--- src/sacp_pkg.sv ---
// Constants, field layout and types for the shunt converter pair config block.
// Assumes an Avalon-MM master with 32-bit data and byte addressing.
// Contract
// - Bit 11 picks continuous or single-shot
// - Bits 10:8 pick shared oversampling ratio
// - Bit 3 enables global chop
// - Bits 2:0 pick chop delay periods
// - Reserved configuration bits always read zero
// - Current converter enable resets to one
// - Result cleared when disabled or asleep
// - Counter cleared when both converters off
// - Gain codes 4, 8, 16, 32
// - Bits 9:8 pick current converter input
// - Bit 5 steers test source pin
// - Bit 4 steers test sink pin
// - Test current magnitudes off, 4, 40, 240
// - Register 84h holds trim bits 23:8
// - Trim is signed, low byte from 85h
package sacp_pkg;

	// Bus geometry: byte address, index is address / 4
	localparam int unsigned AV_ADDR_W = 10;
	localparam int unsigned IDX_LSB   = 2;
	localparam int unsigned IDX_MSB   = 9;

	// Register indices; byte address is four times the index
	localparam logic [7:0] IDX_SHARED_CFG  = 8'h82;
	localparam logic [7:0] IDX_CURRENT_CFG = 8'h83;
	localparam logic [7:0] IDX_TRIM_UPPER  = 8'h84;
	localparam logic [7:0] IDX_TRIM_LOWER  = 8'h85;
	localparam logic [7:0] IDX_RESULT      = 8'h90;

	// Reset values
	localparam logic [15:0] RST_SHARED_CFG  = 16'h0400;
	localparam logic [15:0] RST_CURRENT_CFG = 16'h8010;
	localparam logic [15:0] RST_TRIM_UPPER  = 16'h0000;
	localparam logic [7:0]  RST_TRIM_LOWER  = 8'h00;

	// Writable bits; everything else is reserved and reads zero
	localparam logic [15:0] WMASK_SHARED    = 16'h0f0f;
	localparam logic [15:0] WMASK_CURRENT   = 16'h8f3f;
	localparam logic [15:0] WMASK_TRIM_UP   = 16'hffff;
	localparam logic [15:0] WMASK_TRIM_LOW  = 16'hff00;

	// Shared configuration fields
	localparam int unsigned SH_MODE_BIT  = 11;
	localparam int unsigned SH_OSR_MSB   = 10;
	localparam int unsigned SH_OSR_LSB   = 8;
	localparam int unsigned SH_CHOP_BIT  = 3;
	localparam int unsigned SH_DLY_MSB   = 2;
	localparam int unsigned SH_DLY_LSB   = 0;

	// Current channel configuration fields
	localparam int unsigned CC_EN_BIT    = 15;
	localparam int unsigned CC_GAIN_MSB  = 11;
	localparam int unsigned CC_GAIN_LSB  = 10;
	localparam int unsigned CC_MUX_MSB   = 9;
	localparam int unsigned CC_MUX_LSB   = 8;
	localparam int unsigned CC_SRC_PIN   = 5;
	localparam int unsigned CC_SNK_PIN   = 4;
	localparam int unsigned CC_SRC_MSB   = 3;
	localparam int unsigned CC_SRC_LSB   = 2;
	localparam int unsigned CC_SNK_MSB   = 1;
	localparam int unsigned CC_SNK_LSB   = 0;

	// Lower trim register: trim bits 7:0 sit in register bits 15:8
	localparam int unsigned TL_MSB       = 15;
	localparam int unsigned TL_LSB       = 8;

	// Result register layout
	localparam int unsigned RS_CNT_LSB   = 24;

	// Decode tables
	localparam logic [13:0] OSR_BASE     = 14'h0040;
	localparam logic [8:0]  CHOP_BASE    = 9'h002;
	localparam logic [7:0]  MAG_OFF      = 8'h00;
	localparam logic [7:0]  MAG_4UA      = 8'h04;
	localparam logic [7:0]  MAG_40UA     = 8'h28;
	localparam logic [7:0]  MAG_240UA    = 8'hf0;
	localparam logic [3:0]  PATH_DIRECT  = 4'h1;

	// Avalon response codes
	localparam logic [1:0]  RESP_OK      = 2'h0;
	localparam logic [1:0]  RESP_DECERR  = 2'h3;

	// Bus handshake states, Gray ordered
	typedef enum logic {
		SACP_BUS_IDLE   = 1'b0,
		SACP_BUS_ANSWER = 1'b1
	} sacp_bus_state_t;

endpackage : sacp_pkg

--- src/sacp_cfg_decode.sv ---
// Table decode from configuration codes to converter-facing values.
// Pure combinational; the caller registers every result.
`timescale 1ns/1ps
module sacp_cfg_decode
	import sacp_pkg::*;
(
	input  wire logic [2:0]  i_osr_code,     // Oversampling code
	input  wire logic [2:0]  i_delay_code,   // Chop delay code
	input  wire logic [1:0]  i_gain_code,    // Gain code
	input  wire logic [1:0]  i_mux_code,     // Input select code
	input  wire logic [1:0]  i_src_code,     // Source magnitude code
	input  wire logic [1:0]  i_snk_code,     // Sink magnitude code
	output logic      [13:0] o_osr_ratio,    // 64 .. 8192
	output logic      [8:0]  o_chop_periods, // 2 .. 256
	output logic             o_analog_x8,    // Analog gain 8 instead of 4
	output logic      [1:0]  o_digital_shift,// Extra digital doubling steps
	output logic      [3:0]  o_path,         // One-hot input path
	output logic      [7:0]  o_src_ua,       // Source current in uA
	output logic      [7:0]  o_snk_ua        // Sink current in uA
);

	// Current magnitude table, shared by source and sink
	function automatic logic [7:0] sacp_mag(input logic [1:0] code);
		unique case (code)
			2'b00: sacp_mag = MAG_OFF;
			2'b01: sacp_mag = MAG_4UA;
			2'b10: sacp_mag = MAG_40UA;
			2'b11: sacp_mag = MAG_240UA;
		endcase
	endfunction : sacp_mag

	// Ratios and delays are powers of two, so a shift is the whole table
	always_comb begin
		o_osr_ratio    = OSR_BASE << i_osr_code;
		o_chop_periods = CHOP_BASE << i_delay_code;
		o_analog_x8     = (i_gain_code != 2'b00);
		o_digital_shift = (i_gain_code[1]) ? {1'b0, i_gain_code[0]} + 2'b01
			: 2'b00;
		o_path = PATH_DIRECT << i_mux_code;
		o_src_ua = sacp_mag(i_src_code);
		o_snk_ua = sacp_mag(i_snk_code);
	end

endmodule : sacp_cfg_decode

--- src/sacp_top.sv ---
// Register file and applied settings for the shunt converter pair.
// Assumes an Avalon-MM master holding each request until waitrequest is
// low; converter pulses are synchronous to i_core_clk.
`timescale 1ns/1ps
module sacp_top
	import sacp_pkg::*;
(
	input  wire logic                 i_core_clk,
	input  wire logic                 i_rst,
	// Avalon-MM slave
	input  wire logic [AV_ADDR_W-1:0] i_avs_address,
	input  wire logic                 i_avs_read,
	input  wire logic                 i_avs_write,
	input  wire logic [31:0]          i_avs_writedata,
	input  wire logic [3:0]           i_avs_byteenable,
	output logic      [31:0]          o_avs_readdata,
	output logic                      o_avs_waitrequest,
	output logic      [1:0]           o_avs_response,
	// Converter side
	input  wire logic                 i_conversion_start,
	input  wire logic [23:0]          i_current_data,
	input  wire logic                 i_current_data_valid,
	input  wire logic                 i_voltage_converter_enable,
	input  wire logic                 i_standby,
	input  wire logic                 i_power_down,
	output logic                      o_current_converter_enable,
	output logic                      o_pair_conversion_mode,
	output logic      [13:0]          o_pair_oversampling_ratio,
	output logic                      o_pair_chop_enable,
	output logic      [8:0]           o_pair_chop_delay,
	output logic                      o_current_analog_gain_x8,
	output logic      [1:0]           o_current_digital_gain_shift,
	output logic      [3:0]           o_current_input_select,
	output logic                      o_test_source_pin_select,
	output logic                      o_test_sink_pin_select,
	output logic      [7:0]           o_test_source_magnitude,
	output logic      [7:0]           o_test_sink_magnitude,
	output logic      [23:0]          o_current_offset_trim,
	output logic      [23:0]          o_current_result,
	output logic      [1:0]           o_pair_conversion_counter
);

	// Whole state of the block in one record
	typedef struct packed {
		sacp_bus_state_t bus;          // Handshake phase
		logic            waitreq;      // Registered waitrequest
		logic [31:0]     rdata;        // Registered read data
		logic [1:0]      resp;         // Registered response
		logic [15:0]     shared;       // Shared configuration as written
		logic [15:0]     current;      // Current channel configuration
		logic [15:0]     trim_hi;      // Trim bits 23:8
		logic [7:0]      trim_lo;      // Trim bits 7:0
		logic [15:0]     app_shared;   // Shared settings in use
		logic [15:0]     app_current;  // Channel settings in use
		logic [23:0]     app_trim;     // Trim in use
		logic [23:0]     result;       // Latest current conversion
		logic [1:0]      counter;      // Pair conversion counter
		logic [13:0]     osr_ratio;    // Decoded ratio
		logic [8:0]      chop_periods; // Decoded chop delay
		logic            analog_x8;    // Decoded analog gain
		logic [1:0]      dig_shift;    // Decoded digital gain
		logic [3:0]      path;         // Decoded input path
		logic [7:0]      src_ua;       // Decoded source current
		logic [7:0]      snk_ua;       // Decoded sink current
	} sacp_state_t;

	// Reset image; decoded fields match the reset settings
	localparam sacp_state_t RESET_STATE = '{
		bus: SACP_BUS_IDLE, waitreq: 1'b1, rdata: '0, resp: RESP_OK,
		shared: RST_SHARED_CFG, current: RST_CURRENT_CFG,
		trim_hi: RST_TRIM_UPPER, trim_lo: RST_TRIM_LOWER,
		app_shared: RST_SHARED_CFG, app_current: RST_CURRENT_CFG,
		app_trim: '0, result: '0, counter: '0,
		osr_ratio: OSR_BASE << RST_SHARED_CFG[SH_OSR_MSB:SH_OSR_LSB],
		chop_periods: CHOP_BASE, analog_x8: 1'b0, dig_shift: 2'b00,
		path: PATH_DIRECT, src_ua: MAG_OFF, snk_ua: MAG_OFF};

	sacp_state_t state;        // Registered state
	sacp_state_t next_state;   // Next state
	logic [7:0]  idx;          // Register index from byte address
	logic        req;          // Any bus request
	logic        mapped;       // Index hits a register
	logic [31:0] rd_mux;       // Read value for the addressed register
	logic [15:0] lane_mask;    // Byte enables as a bit mask
	logic [15:0] next_app_shared;  // Shared settings in use next cycle
	logic [15:0] next_app_current; // Channel settings in use next cycle
	logic [13:0] dec_osr;      // Decoder results for the next settings
	logic [8:0]  dec_chop;
	logic        dec_x8;
	logic [1:0]  dec_shift;
	logic [3:0]  dec_path;
	logic [7:0]  dec_src;
	logic [7:0]  dec_snk;

	assign idx       = i_avs_address[IDX_MSB:IDX_LSB];
	assign req       = i_avs_read | i_avs_write;
	assign lane_mask = {{8{i_avs_byteenable[1]}}, {8{i_avs_byteenable[0]}}};

	// Merge a write under byte lanes and the writable mask
	function automatic logic [15:0] sacp_merge(input logic [15:0] old,
		input logic [15:0] wd, input logic [15:0] m);
		sacp_merge = (old & ~m) | (wd & m);
	endfunction : sacp_merge

	// Read decode; reserved bits are zero because the read masks them off
	always_comb begin
		rd_mux = '0;
		mapped = 1'b1;
		unique case (idx)
			IDX_SHARED_CFG:  rd_mux[15:0] = state.shared & WMASK_SHARED;
			IDX_CURRENT_CFG: rd_mux[15:0] = state.current & WMASK_CURRENT;
			IDX_TRIM_UPPER:  rd_mux[15:0] = state.trim_hi;
			IDX_TRIM_LOWER:  rd_mux[TL_MSB:TL_LSB] = state.trim_lo;
			IDX_RESULT:      rd_mux = {6'h00, state.counter, state.result};
			default:         mapped = 1'b0;
		endcase
	end

	// settings move at conversion start
	// Kept outside next_state so the decoder forms no loop through it
	assign next_app_shared  = i_conversion_start ? state.shared
		: state.app_shared;
	assign next_app_current = i_conversion_start ? state.current
		: state.app_current;

	// Decoder sees the settings that will be in use next cycle
	sacp_cfg_decode u_decode (
		.i_osr_code      (next_app_shared[SH_OSR_MSB:SH_OSR_LSB]),
		.i_delay_code    (next_app_shared[SH_DLY_MSB:SH_DLY_LSB]),
		.i_gain_code     (next_app_current[CC_GAIN_MSB:CC_GAIN_LSB]),
		.i_mux_code      (next_app_current[CC_MUX_MSB:CC_MUX_LSB]),
		.i_src_code      (next_app_current[CC_SRC_MSB:CC_SRC_LSB]),
		.i_snk_code      (next_app_current[CC_SNK_MSB:CC_SNK_LSB]),
		.o_osr_ratio     (dec_osr),
		.o_chop_periods  (dec_chop),
		.o_analog_x8     (dec_x8),
		.o_digital_shift (dec_shift),
		.o_path          (dec_path),
		.o_src_ua        (dec_src),
		.o_snk_ua        (dec_snk)
	);

	// Next-state logic: bus handshake, settings transfer, result capture
	always_comb begin
		next_state = state;
		// Bus: one wait cycle, then the answer edge
		unique case (state.bus)
			SACP_BUS_IDLE: begin
				if (req) begin
					next_state.bus     = SACP_BUS_ANSWER;
					next_state.waitreq = 1'b0;
					next_state.rdata   = i_avs_read ? rd_mux : '0;
					next_state.resp    = mapped ? RESP_OK : RESP_DECERR;
				end
			end
			SACP_BUS_ANSWER: begin
				// Master samples waitrequest low here; writes land now
				next_state.bus     = SACP_BUS_IDLE;
				next_state.waitreq = 1'b1;
				next_state.rdata   = '0;
				next_state.resp    = RESP_OK;
				if (i_avs_write) begin
					unique case (idx)
						IDX_SHARED_CFG: next_state.shared = sacp_merge(
							state.shared, i_avs_writedata[15:0],
							lane_mask & WMASK_SHARED);
						IDX_CURRENT_CFG: next_state.current = sacp_merge(
							state.current, i_avs_writedata[15:0],
							lane_mask & WMASK_CURRENT);
						IDX_TRIM_UPPER: next_state.trim_hi = sacp_merge(
							state.trim_hi, i_avs_writedata[15:0],
							lane_mask & WMASK_TRIM_UP);
						IDX_TRIM_LOWER: begin
							if (i_avs_byteenable[1]) begin
								next_state.trim_lo =
									i_avs_writedata[TL_MSB:TL_LSB];
							end
						end
						default: begin
							// Unmapped write: no effect
						end
					endcase
				end
			end
		endcase
		// Applied settings from the same mux that feeds the decoder
		next_state.app_shared  = next_app_shared;
		next_state.app_current = next_app_current;
		if (i_conversion_start) begin
			next_state.app_trim    = {state.trim_hi, state.trim_lo};
		end
		next_state.osr_ratio    = dec_osr;
		next_state.chop_periods = dec_chop;
		next_state.analog_x8    = dec_x8;
		next_state.dig_shift    = dec_shift;
		next_state.path         = dec_path;
		next_state.src_ua       = dec_src;
		next_state.snk_ua       = dec_snk;
		// Conversion results and the shared counter
		if (i_current_data_valid) begin
			next_state.result  = i_current_data;
			next_state.counter = state.counter + 2'b01;
		end
		if (!state.current[CC_EN_BIT] || i_standby || i_power_down) begin
			next_state.result = '0;
		end
		if (!state.current[CC_EN_BIT] && !i_voltage_converter_enable) begin
			next_state.counter = '0;
		end
	end

	// State register; enable set at reset
	always_ff @(posedge i_core_clk) begin
		if (i_rst) begin
			state <= RESET_STATE;
		end else begin
			state <= next_state;
		end
	end

	// Outputs straight from state; enable acts at once so a disable clears
	assign o_avs_readdata               = state.rdata;
	assign o_avs_waitrequest            = state.waitreq;
	assign o_avs_response               = state.resp;
	assign o_current_converter_enable   = state.current[CC_EN_BIT];
	assign o_pair_conversion_mode       = state.app_shared[SH_MODE_BIT];
	assign o_pair_oversampling_ratio    = state.osr_ratio;
	assign o_pair_chop_enable           = state.app_shared[SH_CHOP_BIT];
	assign o_pair_chop_delay            = state.chop_periods;
	assign o_current_analog_gain_x8     = state.analog_x8;
	assign o_current_digital_gain_shift = state.dig_shift;
	assign o_current_input_select       = state.path;
	assign o_test_source_pin_select     = state.app_current[CC_SRC_PIN];
	assign o_test_sink_pin_select       = state.app_current[CC_SNK_PIN];
	assign o_test_source_magnitude      = state.src_ua;
	assign o_test_sink_magnitude        = state.snk_ua;
	assign o_current_offset_trim        = state.app_trim;
	assign o_current_result             = state.result;
	assign o_pair_conversion_counter    = state.counter;

	logic answer_rd;   // Read answered this cycle
	assign answer_rd = !o_avs_waitrequest && i_avs_read;
endmodule : sacp_top

--- config.mk ---
export PLATFORM = sky130hd
export DESIGN_NAME = sacp_top
export DESIGN_NICKNAME = d
export VERILOG_FILES = /design/src/sacp_pkg.sv /design/src/sacp_cfg_decode.sv /design/src/sacp_top.sv
export SDC_FILE = /design/constraint.sdc
export NUM_CORES = 1
export LEC_CHECK = 0
export BUFFER_PORTS_ARGS = -buffer_cell sky130_fd_sc_hd__buf_2
export CAP_MARGIN = 5
export CORE_MARGIN = 4
export CORE_UTILIZATION = 36
export CTS_CLUSTER_DIAMETER = 50
export CTS_CLUSTER_SIZE = 28
export DETAILED_ROUTE_END_ITERATION = 6
export PLACE_DENSITY = 0.67
export SLEW_MARGIN = 0
export SYNTH_ARGS = -nofsm -noshare
export SYNTH_HDL_FRONTEND = slang
export SYNTH_SLANG_ARGS = --single-unit
export TNS_END_PERCENT = 20
--- constraint.sdc ---
create_clock -name i_core_clk -period 2.1 [get_ports i_core_clk]
set_input_delay 0.42 -clock i_core_clk [delete_from_list [all_inputs] [get_ports i_core_clk]]
set_output_delay 0.42 -clock i_core_clk [all_outputs]
set_load 0.03 [all_outputs]
==> impl_metrics.json, run 1 <==
{
  "cts_root_buffer": "clkbuf_16",
  "switchingPower_w": 0.00167,
  "switching_share_pct": 25.2,
  "wl_um": 18100,
  "tightest_slew_ps": 590,
  "hold_path_class": "input pin to flip-flop",
  "ys_warn_count": 0,
  "start_util_pct": 37.2,
  "synth.area.top_cells": "dfxtp_1, mux2i_1, buf_4, nor2_1, a22o_1",
  "design.die.area_um2": 22700,
  "r2r_slack_ps": 550,
  "row_count": 51,
  "synthAdderAreaFrac_pct": 0,
  "fin_skew_ps": 7.34,
  "clock_sinks": 171,
  "leakagePower_nw": 3.89,
  "fin_crit_ps": 1680,
  "power_frac_seq_pct": 49.6,
  "post-cts-setup-buffers": 0,
  "ys_seq_elements": 171,
  "rsz0062_at_grt": "false",
  "synth_area_um2": 7330,
  "finalWeightedCongestion": 0.788,
  "max-vdd-ir-drop_mv": 0.553,
  "die_x_um": 151,
  "grt_pass1_vias": 4955,
  "chipHeight_um": 151,
  "finalMaxSlewViolations": 0,
  "drc": 0,
  "critPathCaptureType": "flip-flop",
  "dr.pass1.iters": 4,
  "hold_buffers": 0,
  "synth-simple-area-share_pct": 15.2,
  "synth_top_family_by_area": "buffers and inverters",
  "synth_cell_types": 45,
  "synth_common_cells": "dfxtp_1, nor2_1, buf_4, mux2i_1, nand2_1",
  "clk_pin_slew_ps": 70,
  "power.density_nw_per_um2": 785,
  "ant_nets": 0,
  "grt.total_usage_pct": 15.9,
  "final_util_pct": 42.7,
  "area_delta_synth_final_pct": 14.9,
  "cts_buffer_depth": 2,
  "clock_latency_ps": 420,
  "drive_gt1_share_pct": 30.8,
  "via_per_inst": 4.67,
  "synthArstFlopShare_pct": 0,
  "relSlewSlack_pct": 60.7,
  "grt_max_degree": 62,
  "hold_viol": 0,
  "finalCritPeriodShare_pct": 80.2,
  "p_int_w": 0.00495,
  "grt-busiest-layer": "met2",
  "ioPinCount": 215,
  "synth_edf_count": 0,
  "placed_area_um2": 7880,
  "synth-seq-area-share_pct": 46.7,
  "synth_xor_area_share_pct": 0.239,
  "dp_hpwl_um": 13900,
  "max_freq_mhz": 594,
  "status": "finished clean",
  "synthMuxAreaShare_pct": 14.5,
  "worstHoldPathCells": 3,
  "portBuffers": 177,
  "synth_compound_area_share_pct": 7.71,
  "cap_violations": 0,
  "fin_area_um2": 8420,
  "startpoint_type": "input pin",
  "htreeDepth": 4,
  "met3_usage_pct": 4.70,
  "ys.flop_type": "dfxtp_1",
  "required_ps": 2410,
  "drt_iter0_drc": 317,
  "cts_tree": "done",
  "syn_inst": 767,
  "cts_buffers": 17,
  "antenna_found_initial": 2,
  "grtUsageMet1_pct": 21.0,
  "core_area_um2": 19700,
  "p_clk_share_pct": 43.9,
  "yosysMostFrequentCell": "dfxtp_1",
  "synth.largest_area_cell": "dfxtp_1",
  "postSynthAreaPerCell_um2": 9.56,
  "nNetsFinal": 935,
  "comb_power_share_pct": 6.5,
  "cp_max_fo": 12,
  "fillers": 1966,
  "crit_type": "input pin to flip-flop",
  "met2_usage_pct": 25.4,
  "overflow": 0,
  "synth_top_area_share_pct": 46.7,
  "setup_viol_count_final": 0,
  "wl_per_cell_um": 16.0,
  "cp_data_arrival_time_ps": 1990,
  "grt_pass1_wl_um": 27800,
  "r2r_cells": 5,
  "post_cts_resized": 0,
  "num_vias": 5298
}
registers in the layout, summed over array words and instances (netlist names):
register,cells
o_test_sink_pin_select,1
o_current_offset_trim,24
o_avs_readdata,26
o_test_sink_magnitude,4
o_current_digital_gain_shift,2
o_pair_conversion_mode,1
o_current_result,24
o_avs_response,1
o_pair_chop_enable,1
o_current_input_select,4
o_current_converter_enable,1
o_avs_waitrequest,1
o_current_analog_gain_x8,1
o_pair_oversampling_ratio,8
o_test_source_magnitude,4
o_pair_chop_delay,8
state,57
o_test_source_pin_select,1
o_pair_conversion_counter,2
stage by stage:
| stage | std cells | hold slack (ps) | worst slack, ps | TNS (ps) | power (W) |
|---|---|---|---|---|---|
| after floorplan | 783 | 426 | 82.8 | 0 | 0.00365 |
| after global placement | 1102 | 431 | -10.6 | -21.0 | 0.00378 |
| after detailed placement | 1102 | 443 | -21.6 | -44.6 | 0.00378 |
| after CTS | 1133 | 219 | 412 | 0 | 0.00666 |
| after global routing | 1134 | 235 | 322 | 0 | 0.00685 |
| final | 1135 | 230 | 416 | 0 | 0.00661 |
critical path, cell delays in order:
cell     delay [ps]
buf_2           100
or4b_1          510
buf_4           220
nor4_4          300
buf_4           200
mux2i_1         190
nor2_1           50
path summary, 6_finish.rpt:
| kind | from | endpoint |
|---|---|---|
| worst max register to register | state[219]$_SDFF_PP0_ | state[154]$_SDFFE_PP0P_ |
| worst max-delay path | i_avs_address[5] | state[154]$_SDFFE_PP0P_ |
| worst min register to register | o_avs_readdata[5]$_SDFFE_PP0P_ | o_avs_readdata[5]$_SDFFE_PP0P_ |
| worst min-delay path | i_current_data[18] | o_current_result[18]$_SDFFE_PP0P_ |
placed cells by master, fill, tap and decap left out, types with 15 or more instances in the layout:
cell and instances:
clkbuf_16 17, a22o_1 16, nor2_1 136, a21oi_1 15
buf_2 176, a22oi_1 18, nand2_1 31, dfxtp_1 171
mux2i_1 104, conb_1 17, buf_4 42
final cells by class:
class	count	area (um2)	share of cell area [%]
clock inverter	14	115	1.37
multi-input combinational	439	2830	33.6
antenna	2	5.00	0.0594
inverter	5	18.8	0.223
sequential	171	3420	40.6
timing repair buffer	222	1280	15.2
clock buffer	17	425	5.05
tap	265	332	3.94
power groups by stage:
| stage | Sequential [W] | Combinational (W) | Clock (W) |
|---|---|---|---|
| after CTS | 0.00328 | 0.000429 | 0.00296 |
| final | 0.00328 | 0.000428 | 0.00291 |
| after detailed placement | 0.00335 | 0.000428 | 0 |
| after global routing | 0.00328 | 0.000463 | 0.00311 |
| after global placement | 0.00335 | 0.000424 | 0 |
| after floorplan | 0.00335 | 0.000305 | 0 |
layer usage:
layer	routed length [um]	share of wire, %
met4	266	1.5
met1	8150	45
met2	8470	47
met3	1240	6.9
met5	7	0.039
logic make-up after synthesis:
logic type	after synthesis
and+or+nand+nor	234
DFF	171
xor gates and xnor gates	2
muxes	106
other	1
buffers and inverters	173
AOI/OAI and AO/OA	80
No activity file was read; power rests on OpenSTA's default activity.
==> inputs of run 2 (changes only) <==
--- a/config.mk
+++ b/config.mk
@@ -12,7 +12,7 @@
 export CTS_CLUSTER_DIAMETER = 50
 export CTS_CLUSTER_SIZE = 28
 export DETAILED_ROUTE_END_ITERATION = 6
-export PLACE_DENSITY = 0.67
+export PLACE_DENSITY = 0.65
 export SLEW_MARGIN = 0
 export SYNTH_ARGS = -nofsm -noshare
 export SYNTH_HDL_FRONTEND = slang
==> constraint.sdc (replaced) <==
create_clock -name i_core_clk -period 1.75 [get_ports i_core_clk]
set_input_delay 0.35 -clock i_core_clk [delete_from_list [all_inputs] [get_ports i_core_clk]]
set_output_delay 0.35 -clock i_core_clk [all_outputs]
set_load 0.03 [all_outputs]
==> run 2 against run 1 <==
- worst setup slack lost 200 ps
- clock skew grew 0.89 ps
- register-to-register slack got worse by 260 ps
- sequential power grew 20%
- count of clock-buffer cells in the layout rose by 3
- global-route usage increased by 0.25 points
- power grew 27%
- cell area increased by 1.7%
- non-clock buffer count increased by 8
- flip-flop and latch count unchanged
- critical endpoint is now o_avs_readdata[6]$_SDFFE_PP0P_
==> impl_metrics.json, run 2 (synthesis gave the netlist of run 1 again) <==
{
  "status": "finished clean",
  "nNetsFinal": 943,
  "max-vdd-ir-drop_mv": 0.579,
  "wl_um": 18200,
  "setup_viol_count_final": 0,
  "power.density_nw_per_um2": 977,
  "cts_tree": "done",
  "grt_pass1_wl_um": 28100,
  "finalCritPeriodShare_pct": 87.7,
  "cts_root_buffer": "clkbuf_16",
  "p_clk_share_pct": 46.5,
  "final_common_cell": "buf_2",
  "cts_buffer_depth": 2,
  "cp_data_arrival_time_ps": 1900,
  "rsz0062_at_grt": "false",
  "drt_iter0_drc": 283,
  "layout_common_cells": "buf_2, dfxtp_1, nor2_1, mux2i_1, buf_4",
  "portBuffers": 177,
  "largest_register_ffs": 57,
  "leakagePower_nw": 3.96,
  "drc": 0,
  "core_area_um2": 19700,
  "fillers": 1983,
  "top_register": "state",
  "dp_hpwl_um": 13900,
  "required_ps": 2110,
  "cts_buffers": 17,
  "critPathCaptureType": "flip-flop",
  "ioPinCount": 215,
  "start_util_pct": 37.2,
  "row_count": 51,
  "comb_power_share_pct": 6.5,
  "switchingPower_w": 0.00195,
  "clk_pin_slew_ps": 70,
  "switching_share_pct": 23.4,
  "post-cts-setup-buffers": 0,
  "power_frac_seq_pct": 47.0,
  "finalWeightedCongestion": 0.827,
  "num_vias": 5275,
  "max_freq_mhz": 651,
  "overflow": 0,
  "final_util_pct": 43.5,
  "cp_max_fo": 8,
  "cap_violations": 0,
  "hold_buffers": 0,
  "fin_skew_ps": 8.23,
  "drive_gt1_share_pct": 31.4,
  "die_x_um": 151,
  "hold_viol": 0,
  "via_per_inst": 4.62,
  "crit_type": "input pin to flip-flop",
  "antenna_found_initial": 3,
  "post_cts_resized": 0,
  "hold_path_class": "input pin to flip-flop",
  "wl_per_cell_um": 15.9,
  "p_int_w": 0.00642,
  "clock_latency_ps": 420,
  "ant_nets": 0,
  "area_delta_synth_final_pct": 16.9,
  "chipHeight_um": 151,
  "place_inst": 1110,
  "startpoint_type": "input pin",
  "grt_max_degree": 45,
  "dr.pass1.iters": 5,
  "grt.total_usage_pct": 16.2,
  "design.die.area_um2": 22700,
  "stdcell_count": 1143,
  "grt_pass1_vias": 5124,
  "htreeDepth": 4,
  "finalMaxSlewViolations": 0,
  "fin_crit_ps": 1530,
  "clock_sinks": 171
}
==> run 2: path summary, 6_finish.rpt <==
check / from / endpoint / slack [ps] / cells after the start
setup / recovery: i_avs_address[5] / o_avs_readdata[6]$_SDFFE_PP0P_ / 220 / 7
hold reg to reg: o_avs_waitrequest$_SDFFE_PP1P_ / o_avs_waitrequest$_SDFFE_PP1P_ / 450 / 2
hold / removal: i_current_data[2] / o_current_result[2]$_SDFFE_PP0P_ / 160 / 3
setup reg to reg: state[219]$_SDFF_PP0_ / o_current_converter_enable$_SDFFE_PP1P_ / 290 / 5
==> run 2: final cells by class <==
cell class	count	area, um2	share of cell area (%)
well taps	265	332	3.87
inverters	5	18.8	0.219
clock buffers	20	447	5.21
clock inverters	12	165	1.93
multi-input cells	439	2830	33.0
diodes	1	2.50	0.0292
repair buffers	230	1350	15.7
flip-flops and latches	171	3420	40.0
==> run 2: metal layers <==
| metal | GRT usage (%) | vias to the layer above | part of all wire [%] |
|---|---|---|---|
| li1 | - | 2646 | - |
| met1 | 21.9 | 2442 | 46 |
| met2 | 24.8 | 165 | 45 |
| met3 | 4.52 | 18 | 7.3 |
| met4 | 5.58 | 4 | 1.4 |
| met5 | 0 | - | 0.12 |
==> run 2: critical path, stage by stage <==
cell,delay [ps]
buf_2,110
or4b_4,660
buf_4,210
nor3_1,260
buf_4,170
a22oi_1,50
nor2_1,80
==> run 2: power groups by stage <==
stage | Clock, W | Sequential [W] | Combinational, W
final | 0.00389 | 0.00393 | 0.000542
after global routing | 0.00416 | 0.00393 | 0.000584
after CTS | 0.00399 | 0.00393 | 0.000544
after detailed placement | 0 | 0.00402 | 0.000541
after global placement | 0 | 0.00402 | 0.000538
after floorplan | 0 | 0.00402 | 0.000368
==> run 2: stage by stage <==
step	area [um2]	TNS (ps)	power [W]	hold WS (ps)	setup slack, ps
finish	8570	0	0.00837	159	215
global route	8570	0	0.00868	151	91.1
CTS	8570	0	0.00847	142	213
detailed placement	7950	-6280	0.00456	444	-223
global placement	7950	-5490	0.00456	432	-192
floorplan	7410	-1240	0.00439	426	-76.1
